## config.mk

```make
export PLATFORM = sky130hd
export DESIGN_NAME = feu_fault_escalation
export DESIGN_NICKNAME = d
export VERILOG_FILES = /design/src/feu_pkg.sv /design/src/feu_fault_escalation.sv
export SDC_FILE = /design/constraint.sdc
export NUM_CORES = 1
export LEC_CHECK = 0
export BUFFER_PORTS_ARGS = -buffer_cell sky130_fd_sc_hd__buf_2
export CAP_MARGIN = 25
export CORE_MARGIN = 5
export CORE_UTILIZATION = 30
export CTS_CLUSTER_SIZE = 12
export DETAILED_ROUTE_END_ITERATION = 10
export PLACE_DENSITY = 0.56
export SLEW_MARGIN = 20
export SYNTH_ARGS = -nofsm -noshare
export SYNTH_HDL_FRONTEND = slang
export SYNTH_SLANG_ARGS = --single-unit
```

## constraint.sdc

```tcl
create_clock -name pclk -period 2.2 [get_ports pclk]
set_input_delay 0.11 -clock pclk [delete_from_list [all_inputs] [get_ports pclk]]
set_output_delay 0.11 -clock pclk [all_outputs]
set_load 0.02 [all_outputs]
```

## src/feu_pkg.sv

```systemverilog
package feu_pkg;

    // -------------------------------------------------------------------
    // vectors
    // -------------------------------------------------------------------
    localparam logic [7:0] VEC_DIVIDE      = 8'h00;
    localparam logic [7:0] VEC_NMI         = 8'h02;
    localparam logic [7:0] VEC_DOUBLE      = 8'h08;
    localparam logic [7:0] VEC_OVERRUN     = 8'h09;
    localparam logic [7:0] VEC_BAD_TASK    = 8'h0A;
    localparam logic [7:0] VEC_GEN_PROT    = 8'h0D;
    localparam logic [7:0] VEC_PAGE        = 8'h0E;

    // -------------------------------------------------------------------
    // task state block limits
    // -------------------------------------------------------------------
    localparam logic [31:0] TSB_MIN_LIMIT_32 = 32'h0000_0067;
    localparam logic [31:0] TSB_MIN_LIMIT_16 = 32'h0000_002C;

    // -------------------------------------------------------------------
    // register map (word aligned byte addresses)
    // -------------------------------------------------------------------
    localparam logic [11:0] ADDR_EXC_REQ    = 12'h000;
    localparam logic [11:0] ADDR_WAKE       = 12'h004;
    localparam logic [11:0] ADDR_STATUS     = 12'h008;
    localparam logic [11:0] ADDR_DELIVER    = 12'h00C;
    localparam logic [11:0] ADDR_ERR_CODE   = 12'h010;
    localparam logic [11:0] ADDR_TS_SEL     = 12'h014;
    localparam logic [11:0] ADDR_TS_LIMIT   = 12'h018;
    localparam logic [11:0] ADDR_TS_DESC    = 12'h01C;
    localparam logic [11:0] ADDR_TS_CMD     = 12'h020;
    localparam logic [11:0] ADDR_TS_RESULT  = 12'h024;

    // -------------------------------------------------------------------
    // reset values
    // -------------------------------------------------------------------
    localparam logic [31:0] RST_WORD = 32'h0000_0000;

    // -------------------------------------------------------------------
    // types
    // -------------------------------------------------------------------
    typedef enum logic [1:0] {
        CLS_BENIGN,
        CLS_CONTRIB,
        CLS_PAGE
    } feu_class_t;

    typedef enum logic [1:0] {
        ST_RUN,
        ST_INVOKE,
        ST_INVOKE_DF,
        ST_SHUTDOWN
    } feu_state_t;

    typedef struct packed {
        logic        psel;
        logic        penable;
        logic        pwrite;
        logic [11:0] paddr;
        logic [31:0] pwdata;
    } feu_apb_req_t;

    typedef struct packed {
        logic [31:0] prdata;
        logic        pready;
        logic        pslverr;
    } feu_apb_rsp_t;

    typedef struct packed {
        feu_state_t  state;
        logic [7:0]  cur_vec;
        feu_class_t  cur_cls;
        logic        in_nmi;
        logic        nmi_at_shut;
        logic [7:0]  dlv_vec;
        logic        dlv_valid;
        logic        dlv_serial;
        logic [31:0] err_code;
        logic        shut_cycle;
        logic        halted;
        logic [15:0] ts_ss;
        logic [15:0] ts_cs;
        logic [15:0] ts_ds;
        logic [15:0] ts_ldt;
        logic [15:0] ts_tsb;
        logic [31:0] ts_limit;
        logic [15:0] ts_desc;
        logic [15:0] ts_res;
        logic        ts_done;
        logic        ts_fault;
        logic        ts_new_ctx;
        logic        ts_loaded;
        feu_apb_rsp_t apb;
    } feu_state_all_t;

endpackage

```

## src/feu_fault_escalation.sv

```systemverilog
`timescale 1ns/1ps
module feu_fault_escalation (
    input  wire logic                  pclk,
    input  wire logic                  presetn,
    input  wire feu_pkg::feu_apb_req_t apb_req,
    output feu_pkg::feu_apb_rsp_t      apb_rsp,
    output logic [7:0]                 deliver_vec,
    output logic                       deliver_valid,
    output logic                       shutdown_cycle,
    output logic                       halted,
    output logic [31:0]                deliver_err_code
);
    import feu_pkg::*;

    feu_state_all_t s_ff;
    feu_state_all_t nxt_s;

    // ---------------------------------------------------------------
    // helpers
    // ---------------------------------------------------------------
    // class lookup
    function automatic feu_class_t classify(input logic [7:0] v);
        if (v == VEC_DIVIDE || (v >= VEC_BAD_TASK && v <= VEC_GEN_PROT)) begin
            return CLS_CONTRIB;
        end else if (v == VEC_PAGE) begin
            return CLS_PAGE;
        end
        return CLS_BENIGN;
    endfunction

    function automatic logic escalates(input feu_class_t f, input feu_class_t n);
        return (f == CLS_CONTRIB && n == CLS_CONTRIB) ||
               (f == CLS_PAGE && n != CLS_BENIGN);
    endfunction

    function automatic logic [15:0] sel_code(input logic [15:0] sel, input logic external_event_flag);
        return {sel[15:3], 2'b00, external_event_flag};
    endfunction

    logic       wr;
    logic       rd;
    logic [7:0] req_vec;
    logic       ext_flag;

    always_comb begin
        wr       = apb_req.psel && apb_req.penable && apb_req.pwrite;
        // read decoded in setup so data stands with pready
        rd       = apb_req.psel && !apb_req.penable && !apb_req.pwrite;
        req_vec  = (apb_req.pwdata[7:0] == VEC_OVERRUN) ? VEC_GEN_PROT : apb_req.pwdata[7:0];
        ext_flag = apb_req.pwdata[31];
    end

    // ---------------------------------------------------------------
    // next state
    // ---------------------------------------------------------------
    always_comb begin
        logic [15:0] tsb_sel;
        logic        sz32;
        logic        ldt_bad;
        logic        ss_ok;
        logic        cs_ok;
        logic        ds_ok;
        logic [1:0]  current_privilege;
        logic        external_event_flag;
        logic        prefetch;
        feu_class_t  ncls;
        tsb_sel  = 16'h0000;
        sz32     = 1'b0;
        ldt_bad  = 1'b0;
        ss_ok    = 1'b0;
        cs_ok    = 1'b0;
        ds_ok    = 1'b0;
        current_privilege      = 2'b00;
        external_event_flag      = 1'b0;
        prefetch = 1'b0;
        ncls     = CLS_BENIGN;
        nxt_s    = s_ff;
        nxt_s.dlv_valid     = 1'b0;
        nxt_s.shut_cycle    = 1'b0;
        nxt_s.apb.pready    = 1'b0;
        nxt_s.apb.pslverr   = 1'b0;
        nxt_s.apb.prdata    = RST_WORD;

        if (apb_req.psel && !apb_req.penable) begin
            nxt_s.apb.pready = 1'b1;
        end

        // exception request: [7:0] vector, [8] prefetch, [9] handler done
        if (wr && s_ff.apb.pready && apb_req.paddr == ADDR_EXC_REQ) begin
            prefetch = apb_req.pwdata[8];
            ncls     = classify(req_vec);
            case (s_ff.state)
                ST_RUN: begin
                    if (!apb_req.pwdata[9]) begin
                        nxt_s.state   = ST_INVOKE;
                        nxt_s.cur_vec = req_vec;
                        nxt_s.cur_cls = ncls;
                        if (req_vec == VEC_NMI) begin
                            nxt_s.in_nmi = 1'b1;
                        end
                    end else begin
                        nxt_s.in_nmi = 1'b0;
                    end
                end
                ST_INVOKE: begin
                    if (apb_req.pwdata[9]) begin
                        // handler entered cleanly: deliver current vector
                        nxt_s.state     = ST_RUN;
                        nxt_s.dlv_vec   = s_ff.cur_vec;
                        nxt_s.dlv_valid = 1'b1;
                        nxt_s.dlv_serial = 1'b0;
                    end else if (!prefetch && escalates(s_ff.cur_cls, ncls)) begin
                        nxt_s.state     = ST_INVOKE_DF;
                        nxt_s.cur_vec   = VEC_DOUBLE;
                        nxt_s.cur_cls   = CLS_CONTRIB;
                        nxt_s.err_code  = 32'h0000_0000;
                    end else begin
                        nxt_s.dlv_vec    = s_ff.cur_vec;
                        nxt_s.dlv_valid  = 1'b1;
                        nxt_s.dlv_serial = 1'b1;
                        nxt_s.cur_vec    = req_vec;
                        nxt_s.cur_cls    = ncls;
                    end
                end
                ST_INVOKE_DF: begin
                    if (apb_req.pwdata[9]) begin
                        nxt_s.state     = ST_RUN;
                        nxt_s.dlv_vec   = VEC_DOUBLE;
                        nxt_s.dlv_valid = 1'b1;
                    end else begin
                        nxt_s.state       = ST_SHUTDOWN;
                        nxt_s.nmi_at_shut = s_ff.in_nmi;
                        nxt_s.shut_cycle  = 1'b1;
                    end
                end
                default: begin
                    nxt_s.state = ST_SHUTDOWN;
                end
            endcase
        end

        // wake: [0] nmi, [1] system mgmt, [2] init
        if (wr && s_ff.apb.pready && apb_req.paddr == ADDR_WAKE) begin
            if (s_ff.state == ST_SHUTDOWN && !s_ff.nmi_at_shut && |apb_req.pwdata[2:0]) begin
                nxt_s.state  = ST_RUN;
                nxt_s.in_nmi = apb_req.pwdata[0];
            end
        end

        if (wr && s_ff.apb.pready) begin
            if (apb_req.paddr == ADDR_TS_SEL) begin
                // [15:0] stack selector, [31:16] code selector
                nxt_s.ts_ss = apb_req.pwdata[15:0];
                nxt_s.ts_cs = apb_req.pwdata[31:16];
            end else if (apb_req.paddr == ADDR_TS_LIMIT) begin
                nxt_s.ts_limit = apb_req.pwdata;
            end else if (apb_req.paddr == ADDR_TS_DESC) begin
                // [15:0] data selector, [31:16] local table selector
                nxt_s.ts_ds  = apb_req.pwdata[15:0];
                nxt_s.ts_ldt = apb_req.pwdata[31:16];
            end
        end

        // task switch check: [15:0] task selector, [16] 32-bit format,
        // [17] local table bad, [18] ss ok, [19] cs ok, [20] ds ok,
        // [22:21] current privilege, [23] back-link set, [31] external
        if (wr && s_ff.apb.pready && apb_req.paddr == ADDR_TS_CMD) begin
            tsb_sel = apb_req.pwdata[15:0];
            sz32    = apb_req.pwdata[16];
            ldt_bad = apb_req.pwdata[17];
            ss_ok   = apb_req.pwdata[18];
            cs_ok   = apb_req.pwdata[19];
            ds_ok   = apb_req.pwdata[20];
            current_privilege     = apb_req.pwdata[22:21];
            external_event_flag     = ext_flag;
            nxt_s.ts_tsb     = tsb_sel;
            nxt_s.ts_fault   = 1'b1;
            nxt_s.ts_done    = 1'b0;
            nxt_s.ts_new_ctx = 1'b0;
            nxt_s.ts_loaded  = 1'b0;
            if (s_ff.ts_limit < (sz32 ? TSB_MIN_LIMIT_32 : TSB_MIN_LIMIT_16)) begin
                nxt_s.ts_res = sel_code(tsb_sel, external_event_flag);
            end else begin
                nxt_s.ts_new_ctx = 1'b1;
                nxt_s.ts_loaded  = 1'b1;
                nxt_s.ts_done    = apb_req.pwdata[23];
                if (ldt_bad) begin
                    nxt_s.ts_res = sel_code(s_ff.ts_ldt, external_event_flag);
                end else if (!ss_ok || s_ff.ts_ss[1:0] != current_privilege) begin
                    nxt_s.ts_res = sel_code(s_ff.ts_ss, external_event_flag);
                end else if (!cs_ok) begin
                    nxt_s.ts_res = sel_code(s_ff.ts_cs, external_event_flag);
                end else if (!ds_ok) begin
                    nxt_s.ts_res = sel_code(s_ff.ts_ds, external_event_flag);
                end else begin
                    nxt_s.ts_fault = 1'b0;
                    nxt_s.ts_res   = 16'h0000;
                end
            end
            if (nxt_s.ts_fault) begin
                nxt_s.dlv_vec   = VEC_BAD_TASK;
                nxt_s.dlv_valid = 1'b1;
                nxt_s.err_code  = {16'h0000, nxt_s.ts_res};
            end
        end

        if (rd && apb_req.paddr == ADDR_STATUS) begin
            nxt_s.apb.prdata = {24'h000000, 2'b00, s_ff.nmi_at_shut, s_ff.in_nmi,
                                2'b00, s_ff.state};
        end else if (rd && apb_req.paddr == ADDR_DELIVER) begin
            nxt_s.apb.prdata = {22'h000000, s_ff.dlv_serial, s_ff.dlv_valid, s_ff.dlv_vec};
        end else if (rd && apb_req.paddr == ADDR_ERR_CODE) begin
            nxt_s.apb.prdata = s_ff.err_code;
        end else if (rd && apb_req.paddr == ADDR_TS_RESULT) begin
            nxt_s.apb.prdata = {12'h000, s_ff.ts_loaded, s_ff.ts_new_ctx, s_ff.ts_done,
                                s_ff.ts_fault, s_ff.ts_res};
        end else if (rd && apb_req.paddr == ADDR_TS_LIMIT) begin
            nxt_s.apb.prdata = s_ff.ts_limit;
        end else if (apb_req.psel && !apb_req.penable &&
                     !(apb_req.paddr <= ADDR_TS_RESULT && apb_req.paddr[1:0] == 2'b00)) begin
            nxt_s.apb.pslverr = 1'b1;
        end
        nxt_s.halted = (nxt_s.state == ST_SHUTDOWN);
    end

    // ---------------------------------------------------------------
    // state register
    // ---------------------------------------------------------------
    always_ff @(posedge pclk or negedge presetn) begin
        if (!presetn) begin
            s_ff <= '0;
        end else begin
            s_ff <= nxt_s;
        end
    end

    assign apb_rsp          = s_ff.apb;
    assign deliver_vec      = s_ff.dlv_vec;
    assign deliver_valid    = s_ff.dlv_valid;
    assign shutdown_cycle   = s_ff.shut_cycle;
    assign halted           = s_ff.halted;
    assign deliver_err_code = s_ff.err_code;

endmodule // feu_fault_escalation

```

==> impl_results.md, run 1 <==
- Status: finished, final reports clean
- Final wirelength: 26470 um
- Initial Util: 0.3020
- Placed Area: 0.01051 sq mm
- Area Growth Syn to Fin: 20.47%
- Critical Path AT: 2.45 ns
- Max capacitance violation total: 0
- Row cnt: 65
- Transition time at the pin with the least slew margin: 0.5822 ns
- Max-slew violations: 0
- Layout cell share with drive strength beyond 1: 0.3627
- Cell area after synthesis: 0.009457 sq mm
- DR pass1 iterations: 5
- Post-DP HPWL: 19480 um
- Synth Instances: 838
- Die Y: 187.5 um
- GP Congestion: 0.8240
- Vias per cell: 4.950
- Layout Nets: 1019
- Unique cell type count in the Yosys netlist: 74
- CP cell instances: dlygate4sd3_1 > buf_2 > inv_1 > ha_1 > o211ai_1 > o21bai_2 > a211oi_4 > buf_4 > a221oi_4 > buf_4 > buf_12 > and2_2
- FMAX: 473.0 MHz
- Met3 GRT Util: 0.03146
- Crit path largest cell delay: 0.55 ns
- Final setup vio count: 0
- Top-count cell post-synth: dfrtp_1
- IO Count: 126
- Ys async rst share: 1.000
- Routed len/inst: 19.18 um
- Top cells by count, synth: dfrtp_1, buf_4, mux2_2
- Crit share post-route: 0.9611
- Syn avg cell area: 11.28 sq um
- GRT Max-Usage Layer: met2
- Largest net degree at the start of global routing: 64
- Clock Sinks: 195
- CTS tree: yes
- Via count: 6831
- Worst skew pair latency: 0.44 ns
- Worst-path clk slew: 0.07 ns
- H-tree levels: 4
- Buf/Inv on CP: 6
- Top delay family on crit path: buffers and inverters
- Hold Path Cell Cnt: 2
- FILL cells: 3103
- # port buffers: 125
- Startpoint Class: input pin
- Hold Path End: s_ff[100]
- Largest cells by area after synthesis: dfrtp_1, mux2_2, buf_4
- Number of non-filler instances in the completed layout: 1380
- Root buf cell: clkbuf_16
- CP endpoint kind: flip-flop
- Syn_nets: 894
- Placed Cells: 1319
- Ys Warns: 0
- Drt drc: 0
- Worst R2R End: deliver_err_code[27]
- Fin crit period: 2.114 ns
- Peak supply drop: 0.4656 mV
- CP max stage cell: dlygate4sd3_1
- Flop2flop setup slack: 0.14 ns
- Design Area, Final: 0.01139 sq mm
- M1 GR Usage: 0.2090
- Cell Pwr Density: 626.7 mW/mm^2
- CP dominant cell by count: buf_4
- Hold Violations, Final: 0
- Worst path required time: 2.53 ns
- Die area: 0.03517 sq mm
- Hold Path Class: in -> reg
- Number of buffers created by CTS: 17
- Static leakage: 5.763 nW
- Met2 usage: 0.2480
- Die width: 187.5 um
- Seq/Total Area, Yosys: 0.5160
- Crit Reg-Reg Startpoint: s_ff[101]
- Drt initial violations: 485
- Tot GR Track Use: 0.1517
- Number of synthesized flops with an enable pin: 0
- Initial antenna violation count: 2
- Worst-path fanout max: 14
- Worst Hold Launch: apb_req[30]
- Antenna viol nets, final: 0
- First-pass GRT wire length: 42150 um
- Area leader, netlist: dfrtp_1
- Clk buf depth: 2
- Number of synthesized register bits: 195
- Total global routing overflow: 0
- Synth top area share: 0.5160
- Core area: 0.03131 sq mm
- Number of global-route vias before repair: 7014
- Worst Setup Path Type: in -> reg
- Most used flip-flop cell after synthesis: dfrtp_1
- Reg2reg path depth: 9
- Rel. slew slack: 0.6119
- Clock Skew: 0.01037 ns
cell families (layout without fill, tap and decap cells):
family,Yosys count,after routing,synth area share
flops,195,195,0.5160
other cells,0,2,0
buf+inv,152,290,0.09751
simple gates,179,179,0.1085
compound gates,211,211,0.1596
mux,92,92,0.1073
fa+ha+maj,7,7,0.009261
xor+xnor,2,2,0.001853
where the power goes:
group	switching (W)	leakage, nW	internal (W)	total (W)
registers	0.00000135	2.65	0.00358	0.00359
clock network	0.00147	0.288	0.00171	0.00318
logic	0.000241	2.82	0.000136	0.000377
total	0.00171	5.76	0.00543	0.00714
layout by cell type (no fill, tap or decap), drive strengths merged, types with 17 or more instances in the layout:
| cell | n |
|---|---|
| mux2i | 17 |
| dlygate4sd3 | 24 |
| o211ai | 20 |
| dfrtp | 195 |
| buf | 204 |
| o21ai | 48 |
| a21oi | 43 |
| a22o | 21 |
| nor2b | 17 |
| inv | 37 |
| clkbuf | 18 |
| nand2 | 65 |
| and2 | 25 |
| mux2 | 75 |
routing by layer:
metal  wire, um  up-vias  share of wire
met3       1211       16          0.046
met4        224        0         0.0085
met2      12770      170           0.48
met5          0        -              0
li1           -     3231              -
met1      12260     3414           0.46
worst max path at each step:
stage           startpoint                    to  slack (ns)  depth (start not counted)
2_1_floorplan     s_ff[71]              s_ff[48]        0.14                          8
3_3_place_gp      s_ff[76]              s_ff[49]        0.09                          9
3_5_place_dp      s_ff[87]              s_ff[47]       -0.02                          9
4_1_cts        apb_req[16]  deliver_err_code[20]        0.06                         11
5_1_grt           s_ff[87]  deliver_err_code[21]     -0.0008                         10
6_report       apb_req[16]  deliver_err_code[27]        0.09                         12
through the flow:
stage / util / TNS (ns) / setup WS [ns] / total power (W) / hold WS, ns
2_1_floorplan: - / 0 / 0.1405 / 0.003762 / -0.1856
3_3_place_gp: 0.3357 / 0 / 0.09230 / 0.004003 / 0.1519
3_5_place_dp: 0.3357 / -0.01549 / -0.01549 / 0.004005 / 0.1640
4_1_cts: 0.3625 / 0 / 0.05930 / 0.007243 / 0.004446
5_1_grt: 0.3638 / -0.001321 / -0.0007925 / 0.007415 / 0.001922
6_report: 0.3638 / 0 / 0.08568 / 0.007139 / 0.008644
registers in the layout, summed over array words and instances, names as in the netlist:
name              cells
s_ff                118
apb_rsp              34
deliver_err_code     32
deliver_vec           8
deliver_valid         1
halted                1
shutdown_cycle        1
area by class of cell:
type	instances	area, sq um	share of cell area
Sequential cell	195	4880	0.4283
Multi-Input combinational cell	491	3691	0.3240
Timing Repair Buffer	229	1613	0.1416
Tap cell	402	503.0	0.04415
Clock buffer	17	425.4	0.03734
Clock inverter	15	166.4	0.01461
Inverter	29	108.9	0.009555
Antenna cell	2	5.005	0.0004393
timing repair:
item                                    CTS  global route
buffers inserted                          1             2
hold buffers                             24             0
pin swaps                                 1             1
hold endpoints to repair                112             0
gates resized for setup                   0             5
endpoints found under the setup margin    8            29
(Power assumes the default switching activity.)
==> run 2: changes to the inputs <==
--- a/config.mk
+++ b/config.mk
@@ -12,6 +12,7 @@
 export CTS_CLUSTER_SIZE = 12
 export DETAILED_ROUTE_END_ITERATION = 10
 export PLACE_DENSITY = 0.56
+export SETUP_SLACK_MARGIN = 0.4
 export SLEW_MARGIN = 20
 export SYNTH_ARGS = -nofsm -noshare
 export SYNTH_HDL_FRONTEND = slang
==> run 2 against run 1 <==
  * Routed wire length up 4.7%
  * Largest power group unchanged
  * Clock-buffer cell count up 4
  * Sequential power about the same
  * Total power up 1.7%
  * Fmax up 2.3%
  * First-iteration DRC count down 3.7%
==> impl_results.md, run 2 (synthesis gave the netlist of run 1 again) <==
- Total global routing overflow: 0
- Top delay family on crit path: compound AO/OA/AOI/OAI gates
- Core area: 0.03131 sq mm
- Design Area, Final: 0.01178 sq mm
- Post-DP HPWL: 19110 um
- CP max stage cell: dfrtp_1
- Die Y: 187.5 um
- Crit Reg-Reg Startpoint: s_ff[76]
- Static leakage: 5.879 nW
- First-pass GRT wire length: 42930 um
- Worst Hold Slack: 0.02274 ns
- Clk buf depth: 2
- Max reg flops: 118
- Vias per cell: 5.032
- Worst Setup Path Type: reg -> reg
- RSZ-0062 raised after global routing: true
- Buf/Inv on CP: 2
- Setup crit end: deliver_err_code[0]
- FMAX: 483.8 MHz
- Worst-path clk slew: 0.08 ns
- Via count: 6964
- Cell Pwr Density: 616.2 mW/mm^2
- Die width: 187.5 um
- Routed len/inst: 20.02 um
- Multi-input gate area: 0.003914 sq mm
- Worst-path fanout max: 16
- Startpoint Class: flip-flop
- Crit path largest cell delay: 0.38 ns
- Worst path depth: 8
- Number of global-route vias before repair: 7234
- DR pass1 iterations: 5
- CTS tree: yes
- Peak supply drop: 0.4889 mV
- Layout Nets: 1025
- Fin crit period: 2.067 ns
- Number of buffers created by CTS: 17
- Max-slew violations: 0
- Placed Area: 0.01043 sq mm
- Placed Cells: 1306
- Antenna viol nets, final: 0
- Hold Path Class: in -> reg
- # port buffers: 125
- H-tree levels: 4
- FILL cells: 3085
- Tot GR Track Use: 0.1545
- IO Count: 126
- CP cell instances: ha_1 > nor4_2 > nand4_1 > a211oi_4 > buf_4 > a221oi_4 > buf_12 > a22o_2
- Critical Path AT: 2.39 ns
- Worst R2R End: deliver_err_code[0]
- Max capacitance violation total: 0
- Clock Sinks: 195
- Final core utilization: 0.3763
- Largest net degree at the start of global routing: 62
- Initial antenna violation count: 1
- Transition time at the pin with the least slew margin: 0.5673 ns
- GP Congestion: 0.8350
- Rel. slew slack: 0.6218
- Layout cell share with drive strength beyond 1: 0.4002
- Final setup vio count: 0
- Worst skew pair latency: 0.44 ns
- Crit path from: s_ff[76]
- Number of non-filler instances in the completed layout: 1384
- Final wirelength: 27710 um
- Reg with most FFs: s_ff
- Root buf cell: clkbuf_16
- Initial Util: 0.3020
- Crit share post-route: 0.9395
- CP endpoint kind: flip-flop
- Die area: 0.03517 sq mm
- Flop2flop setup slack: 0.13 ns
- Reg2reg path depth: 8
- FF+latch area: 0.004881 sq mm
- Drt initial violations: 467
- Status: finished, final reports clean
- Row cnt: 65
- Most common cell after layout, fill and taps aside: dfrtp_1
- Ant diodes: 0
- Clock Skew: 0.01863 ns
- Area Growth Syn to Fin: 24.58%
- Hold Violations, Final: 0
- Drt drc: 0
- Worst path required time: 2.52 ns
- Commonest non-fill, non-tap cells in the layout: dfrtp_1, buf_2, mux2_2, buf_4, nand2_1
run 2: worst register-to-register path: cells and delay by family (launching register included):
family / cells / cell delay, ns
adders and majority gates: 1 / 0.20
buffers and inverters: 2 / 0.35
AOI/OAI and AO/OA: 3 / 0.65
DFF: 1 / 0.38
and+or+nand+nor: 2 / 0.38
run 2: where the power goes:
group	internal, W	total [W]	switching [W]
Combinational	0.000132	0.000377	0.000246
Clock	0.00186	0.00330	0.00143
Sequential	0.00358	0.00359	0.00000132
run 2: cell type report:
cell class                 count  area share
sequential                   195      0.4143
clock buffer                  21     0.03908
clock inverter                11     0.01264
tap                          402     0.04269
multi-input combinational    492      0.3322
inverter                      29    0.009452
timing repair buffer         234      0.1496
run 2: worst min-delay path by stage:
stage / startpoint / endpoint / slack (ns) / cells after the start
finish: apb_req[39] / apb_rsp[0] / 0.02 / 4
global route: apb_req[21] / s_ff[91] / 0.01 / 2
CTS: apb_req[21] / s_ff[91] / 0.006 / 2
detailed placement: presetn / deliver_vec[3] / 0.16 / 1
global placement: presetn / deliver_vec[1] / 0.15 / 1
floorplan: presetn / apb_rsp[0] / -0.19 / 0
run 2: what timing repair did:
item                                    in CTS  in global routing
setup buffers                               11                 11
resized for setup                           39                 26
endpoints found under the setup margin     113                139
pin swaps                                   15                  9
gates cloned                                 4                  1
hold buffers                                19                  0
hold endpoints to repair                   104                  0
run 2: stage by stage:
stage | TNS, ns | setup slack, ns | power [W]
after floorplan | 0 | 0.2587 | 0.003764
after global placement | -1.526 | -0.07474 | 0.003998
after detailed placement | -2.939 | -0.1251 | 0.004000
after CTS | 0 | 0.1101 | 0.007328
after global routing | 0 | 0.03991 | 0.007501
final | 0 | 0.1332 | 0.007260
run 2: layer usage:
layer  wire (um)  GRT usage
met3        1280    0.03090
met1       13060     0.2153
met4         366    0.03388
met5          13          0
met2       12990     0.2506
==> run 3: changes to the inputs <==
--- a/config.mk
+++ b/config.mk
@@ -9,6 +9,7 @@
 export CAP_MARGIN = 25
 export CORE_MARGIN = 5
 export CORE_UTILIZATION = 30
+export CTS_BUF_LIST = sky130_fd_sc_hd__clkbuf_8
 export CTS_CLUSTER_SIZE = 12
 export DETAILED_ROUTE_END_ITERATION = 10
 export PLACE_DENSITY = 0.56
==> run 3 against run 2 <==
  * Hold slack better by 0.0088 ns
  * Clock skew up 0.0019 ns
  * Critical endpoint unchanged
  * Sequential power about the same
  * Setup slack got worse by 0.025 ns
  * Die area did not move
  * Total power down 10%
  * Routed wire length increased by 4.4%
==> impl_results.md, run 3 (synthesis gave the netlist of run 1 again) <==
- Layout cell share with drive strength beyond 1: 0.4207
- Vias per cell: 5.095
- CP endpoint kind: flip-flop
- Via count: 7158
- Buf/Inv on CP: 3
- Max reg flops: 118
- Number of buffers created by CTS: 17
- Worst-path clk slew: 0.10 ns
- Number of non-filler instances in the completed layout: 1405
- DR pass1 iterations: 5
- CP cell instances: nor4_2 > buf_4 > nand4_1 > a211oi_4 > buf_4 > a221oi_4 > buf_12 > a22o_2
- Reg with most FFs: s_ff
- Final core utilization: 0.3848
- Final setup vio count: 0
- Drt initial violations: 511
- FILL cells: 3072
- Row cnt: 65
- Initial antenna violation count: 1
- CTS tree: yes
- Post-DP HPWL: 19110 um
- Hold Violations, Final: 0
- H-tree levels: 4
- RSZ-0062 raised after global routing: true
- Hold Path Class: in -> reg
- Layout Nets: 1046
- Number of global-route vias before repair: 7289
- Core area: 0.03131 sq mm
- Clk buf depth: 2
- Die area: 0.03517 sq mm
- Startpoint Class: flip-flop
- Crit path largest cell delay: 0.42 ns
- Cell Pwr Density: 540.8 mW/mm^2
- Static leakage: 5.952 nW
- Top delay family on crit path: compound AO/OA/AOI/OAI gates
- Max capacitance violation total: 0
- Total global routing overflow: 0
- Worst Setup Path Type: reg -> reg
- Critical Path AT: 2.45 ns
- Placed Cells: 1306
- Die width: 187.5 um
- Worst skew pair latency: 0.47 ns
- FMAX: 477.9 MHz
- CP dominant cell by count: buf_4
- Worst-path fanout max: 16
- GP Congestion: 0.8350
- Status: finished, final reports clean
- Clock Skew: 0.02051 ns
- Commonest non-fill, non-tap cells in the layout: dfrtp_1, buf_2, mux2_2, nand2_1, buf_4
- TNS Setup: 0 ns
- Final wirelength: 28930 um
- Tot GR Track Use: 0.1560
- Peak supply drop: 0.3439 mV
- Transition time at the pin with the least slew margin: 0.5734 ns
- # port buffers: 125
- Antenna viol nets, final: 0
- Fin crit period: 2.092 ns
- Clock Sinks: 195
- Largest net degree at the start of global routing: 62
- Rel. slew slack: 0.6178
- First-pass GRT wire length: 43210 um
- Routed len/inst: 20.59 um
- Most common cell after layout, fill and taps aside: dfrtp_1
- Crit share post-route: 0.9510
- Ant diodes: 0
- Die Y: 187.5 um
- Worst Hold Slack: 0.03158 ns
- Root buf cell: clkbuf_8
- Pwr Total: 0.006516 W
- Area Growth Syn to Fin: 27.42%
- IO Count: 126
- Max-slew violations: 0
- Initial Util: 0.3020
- Worst path required time: 2.56 ns
- Drt drc: 0
- CP max stage cell: dfrtp_1
-- run 3: cell count changes in the layout (fill, tap and decap cells not counted), moves of 4 or more --
cell,delta
dlygate4sd3_1,+12
buf_4,-4
o21ai_2,+6
a2bb2oi_2,+7
mux2_2,-8
a2bb2oi_1,-7
buf_6,+6
clkbuf_8,+17
clkbuf_16,-11
o21ai_0,-10
mux2_4,+8
-- run 3: report_power, final --
part	total [W]	switching, W	internal [W]
Combinational	0.000412	0.000261	0.000151
Sequential	0.00359	0.00000141	0.00358
Clock	0.00252	0.00133	0.00119
-- run 3: worst paths after layout --
kind,slack [ns],startpoint,end,depth (start not counted)
worst max-delay path,0.11,s_ff[84],deliver_err_code[0],8
worst min-delay path,0.03,apb_req[4],s_ff[170],3
worst max register to register,0.11,s_ff[84],deliver_err_code[0],8
worst min register to register,0.49,s_ff[36],s_ff[36],2
max in group asynchronous,1.24,presetn,s_ff[146],3
min in group asynchronous,0.19,presetn,deliver_vec[3],2
-- run 3: worst min-delay path: stages --
cell,delay (ns)
buf_2,0.17
nand2_1,0.07
o21ai_0,0.08
-- run 3: layer usage --
metal,wire [um],vias to the layer above,track usage
li1,-,3260,-
met1,13390,3673,0.2190
met2,13970,205,0.2530
met3,1265,18,0.02978
met4,294,2,0.03219
met5,13,-,0
-- run 3: through the flow --
step	instance area, sq um	worst slack (ns)
after detailed placement	10430	-0.1251
after global placement	10430	-0.07474
after floorplan	9512	0.2587
after CTS	11530	0.1138
after global routing	12050	0.003751
final	12050	0.1077
-- run 3: layout make-up --
class	count	area [sq um]	share of cell area
well taps	402	503.0	0.04174
flip-flops and latches	195	4881	0.4051
repair buffers	255	2073	0.1721
inverters	29	111.4	0.009242
clock buffers	19	261.5	0.02170
multi-input cells	492	4063	0.3372
clock inverters	13	156.4	0.01298
-- run 3: timing repair --
item | in CTS | in global routing
setup buffers | 12 | 12
gates resized for setup | 55 | 58
hold buffers | 31 | 0
endpoints found under the setup margin | 113 | 146
endpoints found under the hold margin | 127 | 0
pin swaps | 24 | 20
cloned | 3 | 9
